[src/shared/dmb_pkg.sv]
// dmb_pkg: constants and carrier types for the data memory bus port
// assumes one clock domain (mclk, 25 MHz) and an active-low async reset
package dmb_pkg;
  localparam int DMB_ADDR_W = 32;
  localparam int DMB_DATA_W = 40;
  localparam int DMB_BANKS = 4;
  localparam int DMB_SHIFT_W = 5;
  localparam int DMB_WORD_LSB = 8;
  localparam int DMB_WORD_W = 32;
  // clock rate and cycle figures
  localparam int DMB_CLK_HZ = 25000000;
  localparam int DMB_SYNC_STAGES = 2;
  // program memory fetch address after reset (plain default)
  localparam logic [23:0] DMB_RESET_VECTOR = 24'h000008;
  localparam logic [DMB_ADDR_W-1:0] DMB_ADDR_RST = 32'h00000000;
  localparam logic [DMB_DATA_W-1:0] DMB_DATA_RST = 40'h0000000000;
  localparam logic [DMB_BANKS-1:0] DMB_SEL_IDLE = 4'hF;
  localparam logic [DMB_SHIFT_W-1:0] DMB_NO_PAGES = 5'h00;

  typedef enum logic [1:0] {DMB_IDLE, DMB_ACCESS, DMB_GRANTED} dmb_state_t;

  typedef struct packed {
    logic write;
    logic [DMB_ADDR_W-1:0] addr;
    logic [DMB_DATA_W-1:0] wdata;
  } dmb_req_t;

  typedef struct packed {
    logic [DMB_SHIFT_W-1:0] pageShift;
    logic [DMB_SHIFT_W-1:0] bankShift;
    logic [DMB_BANKS-1:0] bankEnable;
  } dmb_cfg_t;

  typedef struct packed {
    logic [DMB_ADDR_W-1:0] addr;
    logic [DMB_DATA_W-1:0] data;
    logic [DMB_BANKS-1:0] bankSelN;
    logic readN;
    logic writeN;
  } dmb_pins_t;
endpackage

[src/logic/dmb_sync.sv]
// dmb_sync: two-flop synchroniser for one asynchronous level
// assumes the input may change at any time relative to mclk
`timescale 1ns/1ns
module dmb_sync
  import dmb_pkg::*;
#(
  parameter logic RST_VAL = 1'b1
) (
  input wire logic mclk,
  input wire logic resetn,
  input wire logic asyncIn,
  output logic syncOut
);
  logic meta_reg;
  logic sync_reg;

  // first stage feeds only the second stage
  always_ff @(posedge mclk or negedge resetn) begin
    if (!resetn) begin
      meta_reg <= RST_VAL;
      sync_reg <= RST_VAL;
    end else begin
      meta_reg <= asyncIn;
      sync_reg <= meta_reg;
    end
  end

  assign syncOut = sync_reg;
endmodule

[src/logic/dmb_data_memory_bus_interface.sv]
// dmb_data_memory_bus_interface: external data memory port of the processor
// assumes core requests, config, ack and float control are synchronous to mclk;
// the bus request pin is asynchronous and is synchronised here
//
// Overview of operation
// RULE1 - read strobe low throughout every read access
// RULE2 - write strobe low throughout every write access
// RULE3 - each clock with acknowledge high adds wait
// RULE4 - page output flags access into new page
// RULE5 - page size from config; zero means none
// RULE6 - float control releases address, data, selects, strobes
// RULE7 - float during access halts, access stays pending
// RULE8 - party holds acknowledge low on float release
// RULE9 - float asserted only during an access cycle
// RULE10 - one cycle per clock; waits count clocks
// RULE11 - clock runs continuously at fixed frequency
// RULE12 - reset defines state; fetch starts at vector
// RULE13 - reset held low during power-up
// RULE14 - bus request: finish cycle, halt, float, grant
// RULE15 - grant held low while request stays low
// RULE16 - request released: ungrant, drive, resume
// RULE17 - drive 32-bit data memory address
// RULE18 - 40-bit data, 32-bit words on 39-8
// RULE19 - four bank selects decoded early from address
// RULE20 - control pins active low, idle deasserted
`timescale 1ns/1ns
module dmb_data_memory_bus_interface
  import dmb_pkg::*;
(
  input wire logic mclk,
  input wire logic resetn,
  // core side
  input wire logic coreReqValid,
  input dmb_req_t coreReq,
  output logic coreReqReady,
  output logic coreRespValid,
  output logic [DMB_DATA_W-1:0] coreRespData,
  output logic coreHalt,
  output logic fetchStart,
  output logic [23:0] fetchAddr,
  input dmb_cfg_t cfg,
  // external pins
  output dmb_pins_t dmOut,
  output logic dmAddrOe,
  output logic dmDataOe,
  output logic dmCtrlOe,
  input wire logic [DMB_DATA_W-1:0] dmDataIn,
  input wire logic dm_acknowledge_n,
  input wire logic dm_float_ctrl_n,
  input wire logic bus_request_n,
  output logic bus_grant_n,
  output logic dm_page_cross
);
  dmb_state_t state_reg, state_next;
  dmb_req_t cur_reg, cur_next;
  dmb_pins_t pins_reg, pins_next;
  logic addrOe_reg, addrOe_next;
  logic dataOe_reg, dataOe_next;
  logic ctrlOe_reg, ctrlOe_next;
  logic ready_reg, ready_next;
  logic respValid_reg, respValid_next;
  logic [DMB_DATA_W-1:0] respData_reg, respData_next;
  logic halt_reg, halt_next;
  logic grantN_reg, grantN_next;
  logic page_reg, page_next;
  logic [DMB_ADDR_W-1:0] lastAddr_reg, lastAddr_next;
  logic lastValid_reg, lastValid_next;
  logic started_reg, started_next;
  logic fetchStart_reg, fetchStart_next;
  logic busReqN;
  logic take;
  logic floatOn;
  logic [DMB_BANKS-1:0] decodedSelN;
  logic crossing;

  // bus request is asynchronous, so it is synchronised before use
  dmb_sync #(.RST_VAL(1'b1)) u_brSync (
    .mclk(mclk),
    .resetn(resetn),
    .asyncIn(bus_request_n),
    .syncOut(busReqN)
  );

  assign floatOn = !dm_float_ctrl_n;
  assign take = (state_reg == DMB_IDLE) && ready_reg && coreReqValid && busReqN;

  // bank decode: bank index is the address above bankShift; beyond bank 3 selects none
  always_comb begin
    logic [DMB_ADDR_W-1:0] idx;
    idx = coreReq.addr >> cfg.bankShift;
    decodedSelN = DMB_SEL_IDLE;
    if (idx < DMB_ADDR_W'(DMB_BANKS)) begin
      decodedSelN[idx[1:0]] = !cfg.bankEnable[idx[1:0]]; // see RULE19
    end
  end

  // page crossing only when pages are defined (nonzero size)
  always_comb begin
    crossing = 1'b0;
    if (cfg.pageShift != DMB_NO_PAGES && lastValid_reg) begin // see RULE5
      crossing = (coreReq.addr >> cfg.pageShift) != (lastAddr_reg >> cfg.pageShift); // see RULE4
    end
  end

  always_comb begin
    state_next = state_reg;
    cur_next = cur_reg;
    pins_next = pins_reg;
    addrOe_next = addrOe_reg;
    dataOe_next = dataOe_reg;
    ctrlOe_next = ctrlOe_reg;
    ready_next = 1'b0;
    respValid_next = 1'b0;
    respData_next = respData_reg;
    halt_next = halt_reg;
    grantN_next = grantN_reg;
    page_next = page_reg;
    lastAddr_next = lastAddr_reg;
    lastValid_next = lastValid_reg;
    unique case (state_reg)
      DMB_IDLE: begin
        pins_next.readN = 1'b1; // see RULE20
        pins_next.writeN = 1'b1;
        pins_next.bankSelN = DMB_SEL_IDLE;
        page_next = 1'b0;
        dataOe_next = 1'b0;
        addrOe_next = !floatOn; // see RULE6
        ctrlOe_next = !floatOn;
        halt_next = 1'b0;
        if (!busReqN) begin
          // idle counts as a finished cycle: halt and hand the bus over
          state_next = DMB_GRANTED; // see RULE14
          addrOe_next = 1'b0;
          ctrlOe_next = 1'b0;
          halt_next = 1'b1;
          grantN_next = 1'b0; // see RULE15
        end else if (take) begin
          state_next = DMB_ACCESS;
          cur_next = coreReq;
          pins_next.addr = coreReq.addr; // see RULE17
          pins_next.data = coreReq.wdata; // see RULE18
          pins_next.bankSelN = decodedSelN; // see RULE19
          pins_next.readN = coreReq.write; // see RULE1
          pins_next.writeN = !coreReq.write; // see RULE2
          dataOe_next = coreReq.write && !floatOn;
          page_next = crossing; // see RULE4
          lastAddr_next = coreReq.addr;
          lastValid_next = 1'b1;
        end else begin
          ready_next = 1'b1;
        end
      end
      DMB_ACCESS: begin
        // floated pins stay released, and the access stays open until release
        addrOe_next = !floatOn; // see RULE6
        ctrlOe_next = !floatOn;
        dataOe_next = cur_reg.write && !floatOn;
        halt_next = floatOn; // see RULE7
        // the pins are sampled only while driven; the far side acks after release
        if (!floatOn && ctrlOe_reg && !dm_acknowledge_n) begin // see RULE3
          state_next = DMB_IDLE;
          respValid_next = 1'b1;
          if (!cur_reg.write) begin
            respData_next = dmDataIn;
          end
          pins_next.readN = 1'b1; // see RULE1
          pins_next.writeN = 1'b1; // see RULE2
          pins_next.bankSelN = DMB_SEL_IDLE; // see RULE20
          page_next = 1'b0;
          dataOe_next = 1'b0;
          ready_next = busReqN;
        end
      end
      DMB_GRANTED: begin
        addrOe_next = 1'b0; // see RULE14
        dataOe_next = 1'b0;
        ctrlOe_next = 1'b0;
        halt_next = 1'b1;
        if (busReqN) begin
          state_next = DMB_IDLE; // see RULE16
          grantN_next = 1'b1;
          halt_next = 1'b0;
          addrOe_next = !floatOn;
          ctrlOe_next = !floatOn;
        end
      end
      default: begin
        state_next = DMB_IDLE;
      end
    endcase
  end

  // fetch from the reset vector begins one cycle after reset release
  always_comb begin
    started_next = 1'b1;
    fetchStart_next = !started_reg; // see RULE12
  end

  always_ff @(posedge mclk or negedge resetn) begin
    if (!resetn) begin // see RULE12
      state_reg <= DMB_IDLE;
      cur_reg <= '0;
      pins_reg <= '{addr: DMB_ADDR_RST, data: DMB_DATA_RST, bankSelN: DMB_SEL_IDLE,
                    readN: 1'b1, writeN: 1'b1};
      addrOe_reg <= 1'b0;
      dataOe_reg <= 1'b0;
      ctrlOe_reg <= 1'b0;
      ready_reg <= 1'b0;
      respValid_reg <= 1'b0;
      respData_reg <= DMB_DATA_RST;
      halt_reg <= 1'b0;
      grantN_reg <= 1'b1;
      page_reg <= 1'b0;
      lastAddr_reg <= DMB_ADDR_RST;
      lastValid_reg <= 1'b0;
      started_reg <= 1'b0;
      fetchStart_reg <= 1'b0;
    end else begin // see RULE10
      state_reg <= state_next;
      cur_reg <= cur_next;
      pins_reg <= pins_next;
      addrOe_reg <= addrOe_next;
      dataOe_reg <= dataOe_next;
      ctrlOe_reg <= ctrlOe_next;
      ready_reg <= ready_next;
      respValid_reg <= respValid_next;
      respData_reg <= respData_next;
      halt_reg <= halt_next;
      grantN_reg <= grantN_next;
      page_reg <= page_next;
      lastAddr_reg <= lastAddr_next;
      lastValid_reg <= lastValid_next;
      started_reg <= started_next;
      fetchStart_reg <= fetchStart_next;
    end
  end

  assign coreReqReady = ready_reg;
  assign coreRespValid = respValid_reg;
  assign coreRespData = respData_reg;
  assign coreHalt = halt_reg;
  assign fetchStart = fetchStart_reg;
  assign fetchAddr = DMB_RESET_VECTOR;
  assign dmOut = pins_reg;
  assign dmAddrOe = addrOe_reg;
  assign dmDataOe = dataOe_reg;
  assign dmCtrlOe = ctrlOe_reg;
  assign bus_grant_n = grantN_reg;
  assign dm_page_cross = page_reg;
endmodule

[config.mk]
export PLATFORM = sky130hd
export DESIGN_NAME = dmb_data_memory_bus_interface
export DESIGN_NICKNAME = d
export VERILOG_FILES = /design/src/shared/dmb_pkg.sv /design/src/logic/dmb_sync.sv /design/src/logic/dmb_data_memory_bus_interface.sv
export SDC_FILE = /design/constraint.sdc
export NUM_CORES = 1
export LEC_CHECK = 0
export BUFFER_PORTS_ARGS = -buffer_cell sky130_fd_sc_hd__buf_2
export CAP_MARGIN = 10
export CORE_AREA = 3 3 162 101
export DETAILED_ROUTE_END_ITERATION = 16
export DIE_AREA = 0 0 165 104
export GPL_TIMING_DRIVEN = 0
export PLACE_DENSITY = 0.91
export SETUP_SLACK_MARGIN = 0.3
export SYNTH_ARGS = -nofsm -noshare
export SYNTH_HDL_FRONTEND = slang
export SYNTH_HIERARCHICAL = 1
export SYNTH_SLANG_ARGS = --single-unit
[constraint.sdc]
create_clock -name mclk -period 5.78 [get_ports mclk]
set_input_delay 0.578 -clock mclk [delete_from_list [all_inputs] [get_ports mclk]]
set_output_delay 0.578 -clock mclk [all_outputs]
set_load 0.01 [all_outputs]
; ---- Word-level counts from Yosys, hierarchy flattened
; Cells that the tools add are included.
[op_classes]
shift = 3
bitwise_logic = 3
n_reduce_logical = 26
n_mux = 36
magnitude_cmp = 3
eq_ne = 7
[op_table]
columns = cell, n
row1 = $shr 32x5->32, 3
row2 = $lt 32x3->1 const B, 1
row3 = $ne 32x32->1, 1
row4 = $mux 1, 18
row5 = $mux 6, 3
row6 = $pmux 6 s2, 1
row7 = $reduce_and 3->1, 4
row8 = $pmux 1 s2, 5
row9 = $logic_and 1x1->1, 9
row10 = $mux 2, 4
row11 = $pmux 2 s3, 1
row12 = $reduce_bool 2->1, 3
row13 = $logic_not 1->1, 5
row14 = $reduce_bool 5->1, 1
row15 = $mux 4, 1
row16 = $ne 2x2->1 const B, 2
row17 = $not 4->4, 1
row18 = $or 4x4->4, 1
row19 = $lt 2x3->1 const B, 1
row20 = $ne 3x3->1 const B, 1
row21 = $pmux 1 s3, 1
row22 = $reduce_bool 3->1, 1
row23 = $bmux 1 s2, 1
row24 = $demux 1 s2, 1
row25 = other kinds (8), 8
[word_totals]
inputBits = 133
wordCells = 98
register_bits = 133

; ---- Longest topological paths before layout
; Gate-level depths: netlist of run 1.
[depth]
word_depth = 11
depth_mapped = 11

; ---- Modules after synthesis
; The synthesis of run 1 kept the hierarchy.
[modules_own_cells]
columns = module, area_each_um2, cells_per_inst, instances
row1 = dmb_data_memory_bus_interface, 8092.8, 844, 1
row2 = dmb_sync, 52.6, 2, 1

; ---- Worst setup path after synthesis of run 1
; No wires, ideal clock.
[synth_timing]
path_type = input to register
startpoint = input cfg[4] (netlist name)
endpoint = register pins_reg, in the netlist dmOut[4]
setup_ns = 0.080
required_ns = 5.700
setup_slack_ns = 3.295
stages = 8
arrival_time_ns = 2.405
cell_sequence = buf_4 buf_6 inv_2 buf_6 mux4_2 mux4_2 nand2b_1 o22a_1
[synth_between]
elab_chain_len = 11
[synth_lines]
columns = element, line_no
row1 = "start, declared", dmb_data_memory_bus_interface.sv:41  ; input dmb_cfg_t cfg,
row2 = $shr 32x5->32 *, dmb_data_memory_bus_interface.sv:90  ; idx = coreReq.addr >> cfg.bankShift;
row3 = branches (longest 6 deep; another with $lt 32x3->1), -
row4 = $mux 4 *, dmb_data_memory_bus_interface.sv:92  ; if (idx < DMB_ADDR_W'(DMB_BANKS)) begin
row5 = $mux 6 *, dmb_data_memory_bus_interface.sv:137  ; end else if (take) begin
row6 = $mux 6 *, dmb_data_memory_bus_interface.sv:130  ; if (!busReqN) begin
row7 = $pmux 6 s2 *, dmb_data_memory_bus_interface.sv:120  ; unique case (state_reg)
row8 = "end signal, assigned", dmb_data_memory_bus_interface.sv:203  ; pins_reg <= '{addr: DMB_ADDR_RST, data: DMB_DATA_RST, bankSelN: DMB_SEL_IDLE,
row9 = "end signal, assigned", dmb_data_memory_bus_interface.sv:221  ; pins_reg <= pins_next;
row10 = "end, declared", dmb_data_memory_bus_interface.sv:56  ; dmb_pins_t pins_reg, pins_next;
; Mark *: on every way between the ends. The select of a mux whose other input is x is not followed.
; A chain may end at the register's enable or synchronous reset.

; ---- Worst setup path after layout of run 1
[layout_timing]
startpoint = register state_reg[1]
endpoint = register pins_reg, in the netlist dmOut[2]
[layout_between]
elab_chain_len = 7
[layout_lines]
columns = element, line_no
row1 = "start, declared", dmb_data_memory_bus_interface.sv:54  ; dmb_state_t state_reg, state_next;
row2 = "start signal, assigned", dmb_data_memory_bus_interface.sv:219  ; state_reg <= state_next;
row3 = $logic_not 2->1, "dmb_data_memory_bus_interface.sv:85, dmb_data_memory_bus_interface.sv:120"
row4 = $logic_and 1x1->1 (3 in series), dmb_data_memory_bus_interface.sv:85  ; assign take = (state_reg == DMB_IDLE) && ready_reg && coreReqValid && busReqN;
row5 = $mux 6, dmb_data_memory_bus_interface.sv:137
row6 = $mux 6, dmb_data_memory_bus_interface.sv:130
row7 = $pmux 6 s2, dmb_data_memory_bus_interface.sv:120
; Several ways; a longest one is shown, not always the timed one.

==> run metrics, run 1 <==
status=complete, no violations; first-pass GRT wire length=40950 um; CTS tree=built; clk_lat worst skew=0.42 ns; core area=15110 um^2; Max stage delay on crit path=0.51 ns; clock sinks=133; Seq pwr share=35.0%; Total Routing Usage GR=30.77%; nets=1279; mux contribution to synthesized area=19.31%; Mapped Area=8145 um^2; met1 Track Usage GR=43.97%; vias=7666; final wirelength=26580 um; CP Capture Type=flip-flop; grt peak-use layer=met2; Longest Clk Path Bufs=2; Comb pwr share=41.0%; Worst R2R Path Depth=9; chip width=165 um; setup repair bufs after CTS=0; setup TNS=0 ns; Rows=35; root buf cell=clkbuf_16; FF-to-FF End=dmOut[2]; Tmin final=2.819 ns; DRC Markers=0; drt via density=5.641; final period utilization=48.77%; Critical R2R Launch=state_reg[1]; worst-margin pin slew=0.6706 ns; initial antenna violation count=1; Max H-tree Level=4; number of global-route vias before repair=7497; Max Cap Viol=0; clock share of power=24.0%; YS warnings=6; post-synthesis compound-gate area fraction=10.61%; Num CTS Buffers=17; grt ovf=0; arrival time at the worst endpoint=3.16 ns; commonest non-fill, non-tap cell in the layout=buf_2; Total Power=4.551 mW; Crit-path slowest cell=nor2_1; Post-Synth Adder-Cell Area=0.6144%; post-DR wirelength/cell=19.56 um; pin count of the biggest net entering global routing=83; CP Max Fanout=7; Synth Register Bits=133; syn avg cell area=9.628 um^2; Final Cell Area=10370 um^2; Area Overhead vs Synth=27.34%; fraction of registers with async set/reset=100.0%; main combinational cell family by area after synthesis=multiplexers; routability cong.=1.015; Post-CTS Hold Buffers=0; PwrDens=438.8 nW/um^2; drt pass-1 iters=5; Worst setup SP type=flip-flop; worst rel slew slack=55.29%; grt met2 use=45.00%; XOR/XNOR Fraction of Synth Area=4.194%; final hold violation count=0; final setup skew=0.009799 ns; fmax=354.7 MHz; Worst R2R Setup Slack=2.96 ns; Hold Worst Slack=0.1051 ns; IO buf count=253; Sw Share=39.97%; CTS clk-pin slew, worst paths=0.07 ns; synth unique cells=81; Max rail drop VDD=0.2342 mV; First DRT Iteration DRCs=918; Final Max Slew Viols=0; Die Ht=104 um; leakage=5.297 nW; Primary FF master, synth=dfrtp_1; Final HPWL DP=20790 um; Final Util=68.65%; DRT antenna net count=0; HP Class=in -> async; Net Switching=1.819 mW; Seq/Total Area, Yosys=41.00%; crit path cell chain=inv_1 -> ha_1 -> nand3_1 -> nor2_1 -> o311a_1 -> o221ai_1 -> a2bb2oi_1 -> nand4bb_1 -> o22a_1; Resized Gates After CTS=0; RSZ-0062 raised after global routing=no; initial core utilization=53.91%; critical path required time=6.12 ns; max FFs per register=46; met3 Track Usage GR=12.06%; placed cell areas=9786 um^2; Synth Area in Simple Gates=17.48%; EDFF count, synth=0; # IOs=284; Post-Syn Instances=846; most frequent cells in the layout=buf_2, nand2_1, dfrtp_1; layout cells sized above 1=37.49%; Internal Power=2.732 mW; final setup fails=0; DIE AREA=17160 um^2; WS Path Type=reg -> reg
==> stage by stage <==
stage	worst slack (ns)	cells
after floorplan	3.295	869
after global placement	2.365	1325
after detailed placement	2.762	1326
after CTS	2.998	1358
after global routing	2.777	1359
final	2.961	1359
==> logic make-up (layout without fill, tap and decap cells) <==
family / after synthesis / after routing
buffers and inverters: 94 / 380
and+or+nand+nor: 337 / 337
DFF: 133 / 133
adders and majority gates: 4 / 4
AOI/OAI and AO/OA: 122 / 122
xor gates and xnor gates: 39 / 39
muxes: 115 / 115
other: 2 / 26
==> metal layers <==
| metal | vias up | part of all wire [%] |
|---|---|---|
| li1 | 3506 | - |
| met4 | 0 | 1.0 |
| met2 | 446 | 44 |
| met1 | 3694 | 43 |
| met3 | 20 | 13 |
| met5 | - | 0 |
==> cell usage after synthesis, types with 4 or more instances <==
cell type / number / area, um^2
buf_6: 4 / 45.04
nand3_1: 11 / 55.05
mux2i_1: 36 / 360.4
a211oi_1: 11 / 82.58
o21ai_0: 20 / 100.1
nand2_1: 247 / 927.1
inv_1: 18 / 67.56
mux4_2: 27 / 608.1
xnor2_1: 20 / 175.2
nor2_1: 30 / 112.6
ha_1: 4 / 50.05
nor3_1: 11 / 55.05
a21oi_1: 21 / 105.1
dfstp_2: 9 / 236.5
nor2b_1: 4 / 25.02
buf_2: 9 / 45.04
buf_4: 31 / 232.7
o22ai_1: 8 / 50.05
and2_1: 8 / 50.05
dfrtp_1: 124 / 3103
clkbuf_1: 23 / 86.33
a31oi_1: 8 / 50.05
nand2b_1: 4 / 25.02
mux2_2: 49 / 551.8
xor2_1: 19 / 166.4
==> critical path, delay by kind of cell (launching register included) <==
kind            cells  cell delay (ns)
simple gates        3             1.11
compound gates      4             0.85
flops               1             0.42
fa+ha+maj           1             0.27
buf+inv             1             0.11
==> worst max-delay path by stage <==
| stage | from | end | slack, ns |
|---|---|---|---|
| floorplan | cfg[4] | dmOut[4] | 3.30 |
| global placement | resetn | coreHalt | 2.36 |
| detailed placement | cfg[9] | dm_page_cross | 2.76 |
| CTS | state_reg[0] | dmOut[2] | 3.00 |
| global route | state_reg[1] | dmOut[2] | 2.78 |
| finish | state_reg[1] | dmOut[2] | 2.96 |
==> power groups by stage <==
stage / clock [mW] / sequential (mW) / combinational [mW]
final: 1.09 / 1.59 / 1.87
after CTS: 1.11 / 1.59 / 1.84
after floorplan: 0 / 1.74 / 0.906
after detailed placement: 0 / 1.59 / 1.84
after global routing: 1.15 / 1.64 / 2.02
after global placement: 0 / 1.57 / 1.78
==> final cells by class <==
cell class	instances	area, um^2
Buffer	72	460.4
Inverter	22	85.08
Antenna cell	1	2.502
Timing Repair Buffer	254	1300
Clock buffer	17	425.4
Tap cell	203	254.0
Fill cell	1183	4736
Clock inverter	15	158.9
Multi-Input combinational cell	642	4347
Sequential cell	133	3339
Note: power is estimated with default switching activity, not from simulation.
==> run 2, diff against run 1 <==
CORE_AREA = 3 3 176 110   (was 3 3 162 101)
DIE_AREA = 0 0 179 113   (was 0 0 165 104)
PLACE_DENSITY = 0.82   (was 0.91)
clock period = 2.27 ns   (was 5.78 ns; I/O delays follow)
==> run metrics, run 2 (synthesized netlist as in run 1, its figures left out) <==
Num CTS Buffers=17 (unchanged); status=complete, but fails checks; Rows=38 (+8.6%); Comb pwr share=43.2% (+2.2 points); setup TNS=-0.1344 ns (-0.1344 ns); CP Capture Type=flip-flop; clock share of power=23.2% (-0.8 points); Area Overhead vs Synth=40.23%; First DRT Iteration DRCs=730 (-20%); CP Max Fanout=4 (-3); DRC Markers=0 (unchanged); Die Ht=113 um (+8.7%); final wirelength=29550 um (+11%); grt met2 use=42.11% (-2.9 points); number of global-route vias before repair=7969 (+6.3%); grt peak-use layer=met1; layout cells sized above 1=41.23% (+3.7 points); vias=8052 (+5.0%); initial core utilization=45.68% (-8.2 points); core area=17830 um^2 (+18%); IO buf count=253 (unchanged); Final HPWL DP=21590 um (+3.8%); hold_sp=coreReq[24]; Worst Hold Path EP=dmOut[30]; Worst R2R Path Depth=8 (-1); CTS tree=built; Longest Clk Path Bufs=2 (unchanged); Max rail drop VDD=0.7121 mV (+200%); DIE AREA=20230 um^2 (+18%); critical path required time=2.56 ns (-3.56 ns); leakage=5.722 nW (+8.0%); PwrDens=1074 nW/um^2 (+140%); root buf cell=clkbuf_16; final setup skew=0.007960 ns (-0.001839 ns); final hold violation count=0 (unchanged); chip width=179 um (+8.5%); commonest non-fill, non-tap cell in the layout=buf_2; worst hold path depth=3; WS Path Type=reg -> reg; post-DR wirelength/cell=20.30 um (+3.8%); max FFs per register=46 (unchanged); pin count of the biggest net entering global routing=82 (-1.2%); drt pass-1 iters=5 (unchanged); first-pass GRT wire length=45060 um (+10%); final period utilization=105.9% (+57 points); nets=1339 (+4.7%); grt ovf=0 (unchanged); Worst setup SP type=flip-flop; Final Max Slew Viols=0 (unchanged); HP Class=in -> reg; Max Cap Viol=0 (unchanged); Tmin final=2.404 ns (-0.4146 ns); fmax=415.9 MHz (+17%); Post-Place Worst Slack=-0.6353 ns (-3.397 ns); Seq pwr share=33.5% (-1.5 points); most frequent cells in the layout=buf_2, nand2_1, dfrtp_1; drt via density=5.530 (-2.0%); arrival time at the worst endpoint=2.70 ns (-0.46 ns); clk_lat worst skew=0.43 ns (about the same); Final Cell Area=11420 um^2 (+10%); Worst R2R Setup Slack=-0.13 ns (-3.10 ns); Total Routing Usage GR=29.28% (-1.5 points); crit path from=lastAddr_reg[26]; worst rel slew slack=55.34% (about the same); worst-margin pin slew=0.6699 ns (-0.0007048 ns); Internal Power=7.474 mW (+170%); Net Switching=4.788 mW (+160%); final worst slack=-0.1344 ns (-3.095 ns); RSZ-0062 raised after global routing=yes; met3 Track Usage GR=10.50% (-1.6 points); Critical R2R Launch=lastAddr_reg[26]; met1 Track Usage GR=42.28% (-1.7 points); placed cell areas=9915 um^2 (+1.3%); CTS clk-pin slew, worst paths=0.06 ns (about the same); clock sinks=133 (unchanged); FF-to-FF End=dm_page_cross; Total Power=12.26 mW (+170%); routability cong.=0.9957 (-1.9%); Sw Share=39.05% (-0.92 points); DRT antenna net count=0 (unchanged); Max H-tree Level=4 (unchanged); final setup fails=1 (+1); failing checks=negative setup slack; initial antenna violation count=1 (unchanged); # IOs=284 (unchanged)
## run 2: cell count changes in the layout (fill, tap and decap cells not counted), sizes merged
| cell | previous run | this run |
|---|---|---|
| clkinv | 3 | 4 |
| dlygate4sd3 | 0 | 40 |
| bufinv | 1 | 2 |
| clkbuf | 40 | 46 |
| clkinvlp | 2 | 4 |
| inv | 31 | 22 |
| buf | 303 | 322 |
## run 2: worst max-delay path, stage by stage, from the launching register on
cell and delay [ns]:
dfrtp_2 0.47, mux4_2 0.54, xor2_1 0.16, nand3_1 0.11, o21ai_2 0.11, a41oi_2 0.13, or4_4 0.53, o31ai_4 0.08
a41oi_2 0.13
## run 2: layout make-up
type	instances	area, um^2
inverter	22	92.59
multi-input combinational	642	4631
tap	240	300.3
antenna	1	2.502
fill	1449	6407
sequential	133	3343
timing repair buffer	314	1898
buffer	72	549.3
clock buffer	22	484.2
clock inverter	10	121.4
## run 2: repair_timing
action	in CTS	in global routing
endpoints found under the hold margin	86	0
setup endpoints to repair	123	83
hold buffers	40	0
gates cloned	0	2
gates resized for setup	38	33
buffers inserted	10	8
pin swaps	6	10
## run 2: power by group through the flow
stage,sequential [mW],clock (mW),combinational (mW)
2_1_floorplan,4.42,0,2.33
3_3_place_gp,3.99,0,4.62
3_5_place_dp,4.06,0,4.74
4_1_cts,4.05,2.87,5.01
5_1_grt,4.24,3.00,5.75
6_report,4.11,2.85,5.30
## run 2: routing by layer
| metal | share of wire [%] | wire [um] |
|---|---|---|
| met5 | 0 | 0 |
| met2 | 44 | 12920 |
| met3 | 12 | 3413 |
| met4 | 1.1 | 318 |
| met1 | 44 | 12910 |
## run 2: worst max path at each step
stage	to	slack (ns)	cells past startpoint
after CTS	dm_page_cross	-0.11	8
after floorplan	dm_page_cross	0.07	8
after detailed placement	dmOut[3]	-0.64	9
after global routing	dm_page_cross	-0.23	8
after global placement	lastAddr_reg[26]	-1.08	1
final	dm_page_cross	-0.13	8
## run 2: stage by stage
| step | cells | util (%) | hold slack [ns] |
|---|---|---|---|
| after CTS | 1445 | 62.67 | 0.005583 |
| after global routing | 1456 | 64.06 | 0.007822 |
| after detailed placement | 1363 | 55.61 | 0.2168 |
| after floorplan | 869 | - | -0.06859 |
| after global placement | 1362 | 55.42 | 0.3337 |
| final | 1456 | 64.06 | 0.01137 |
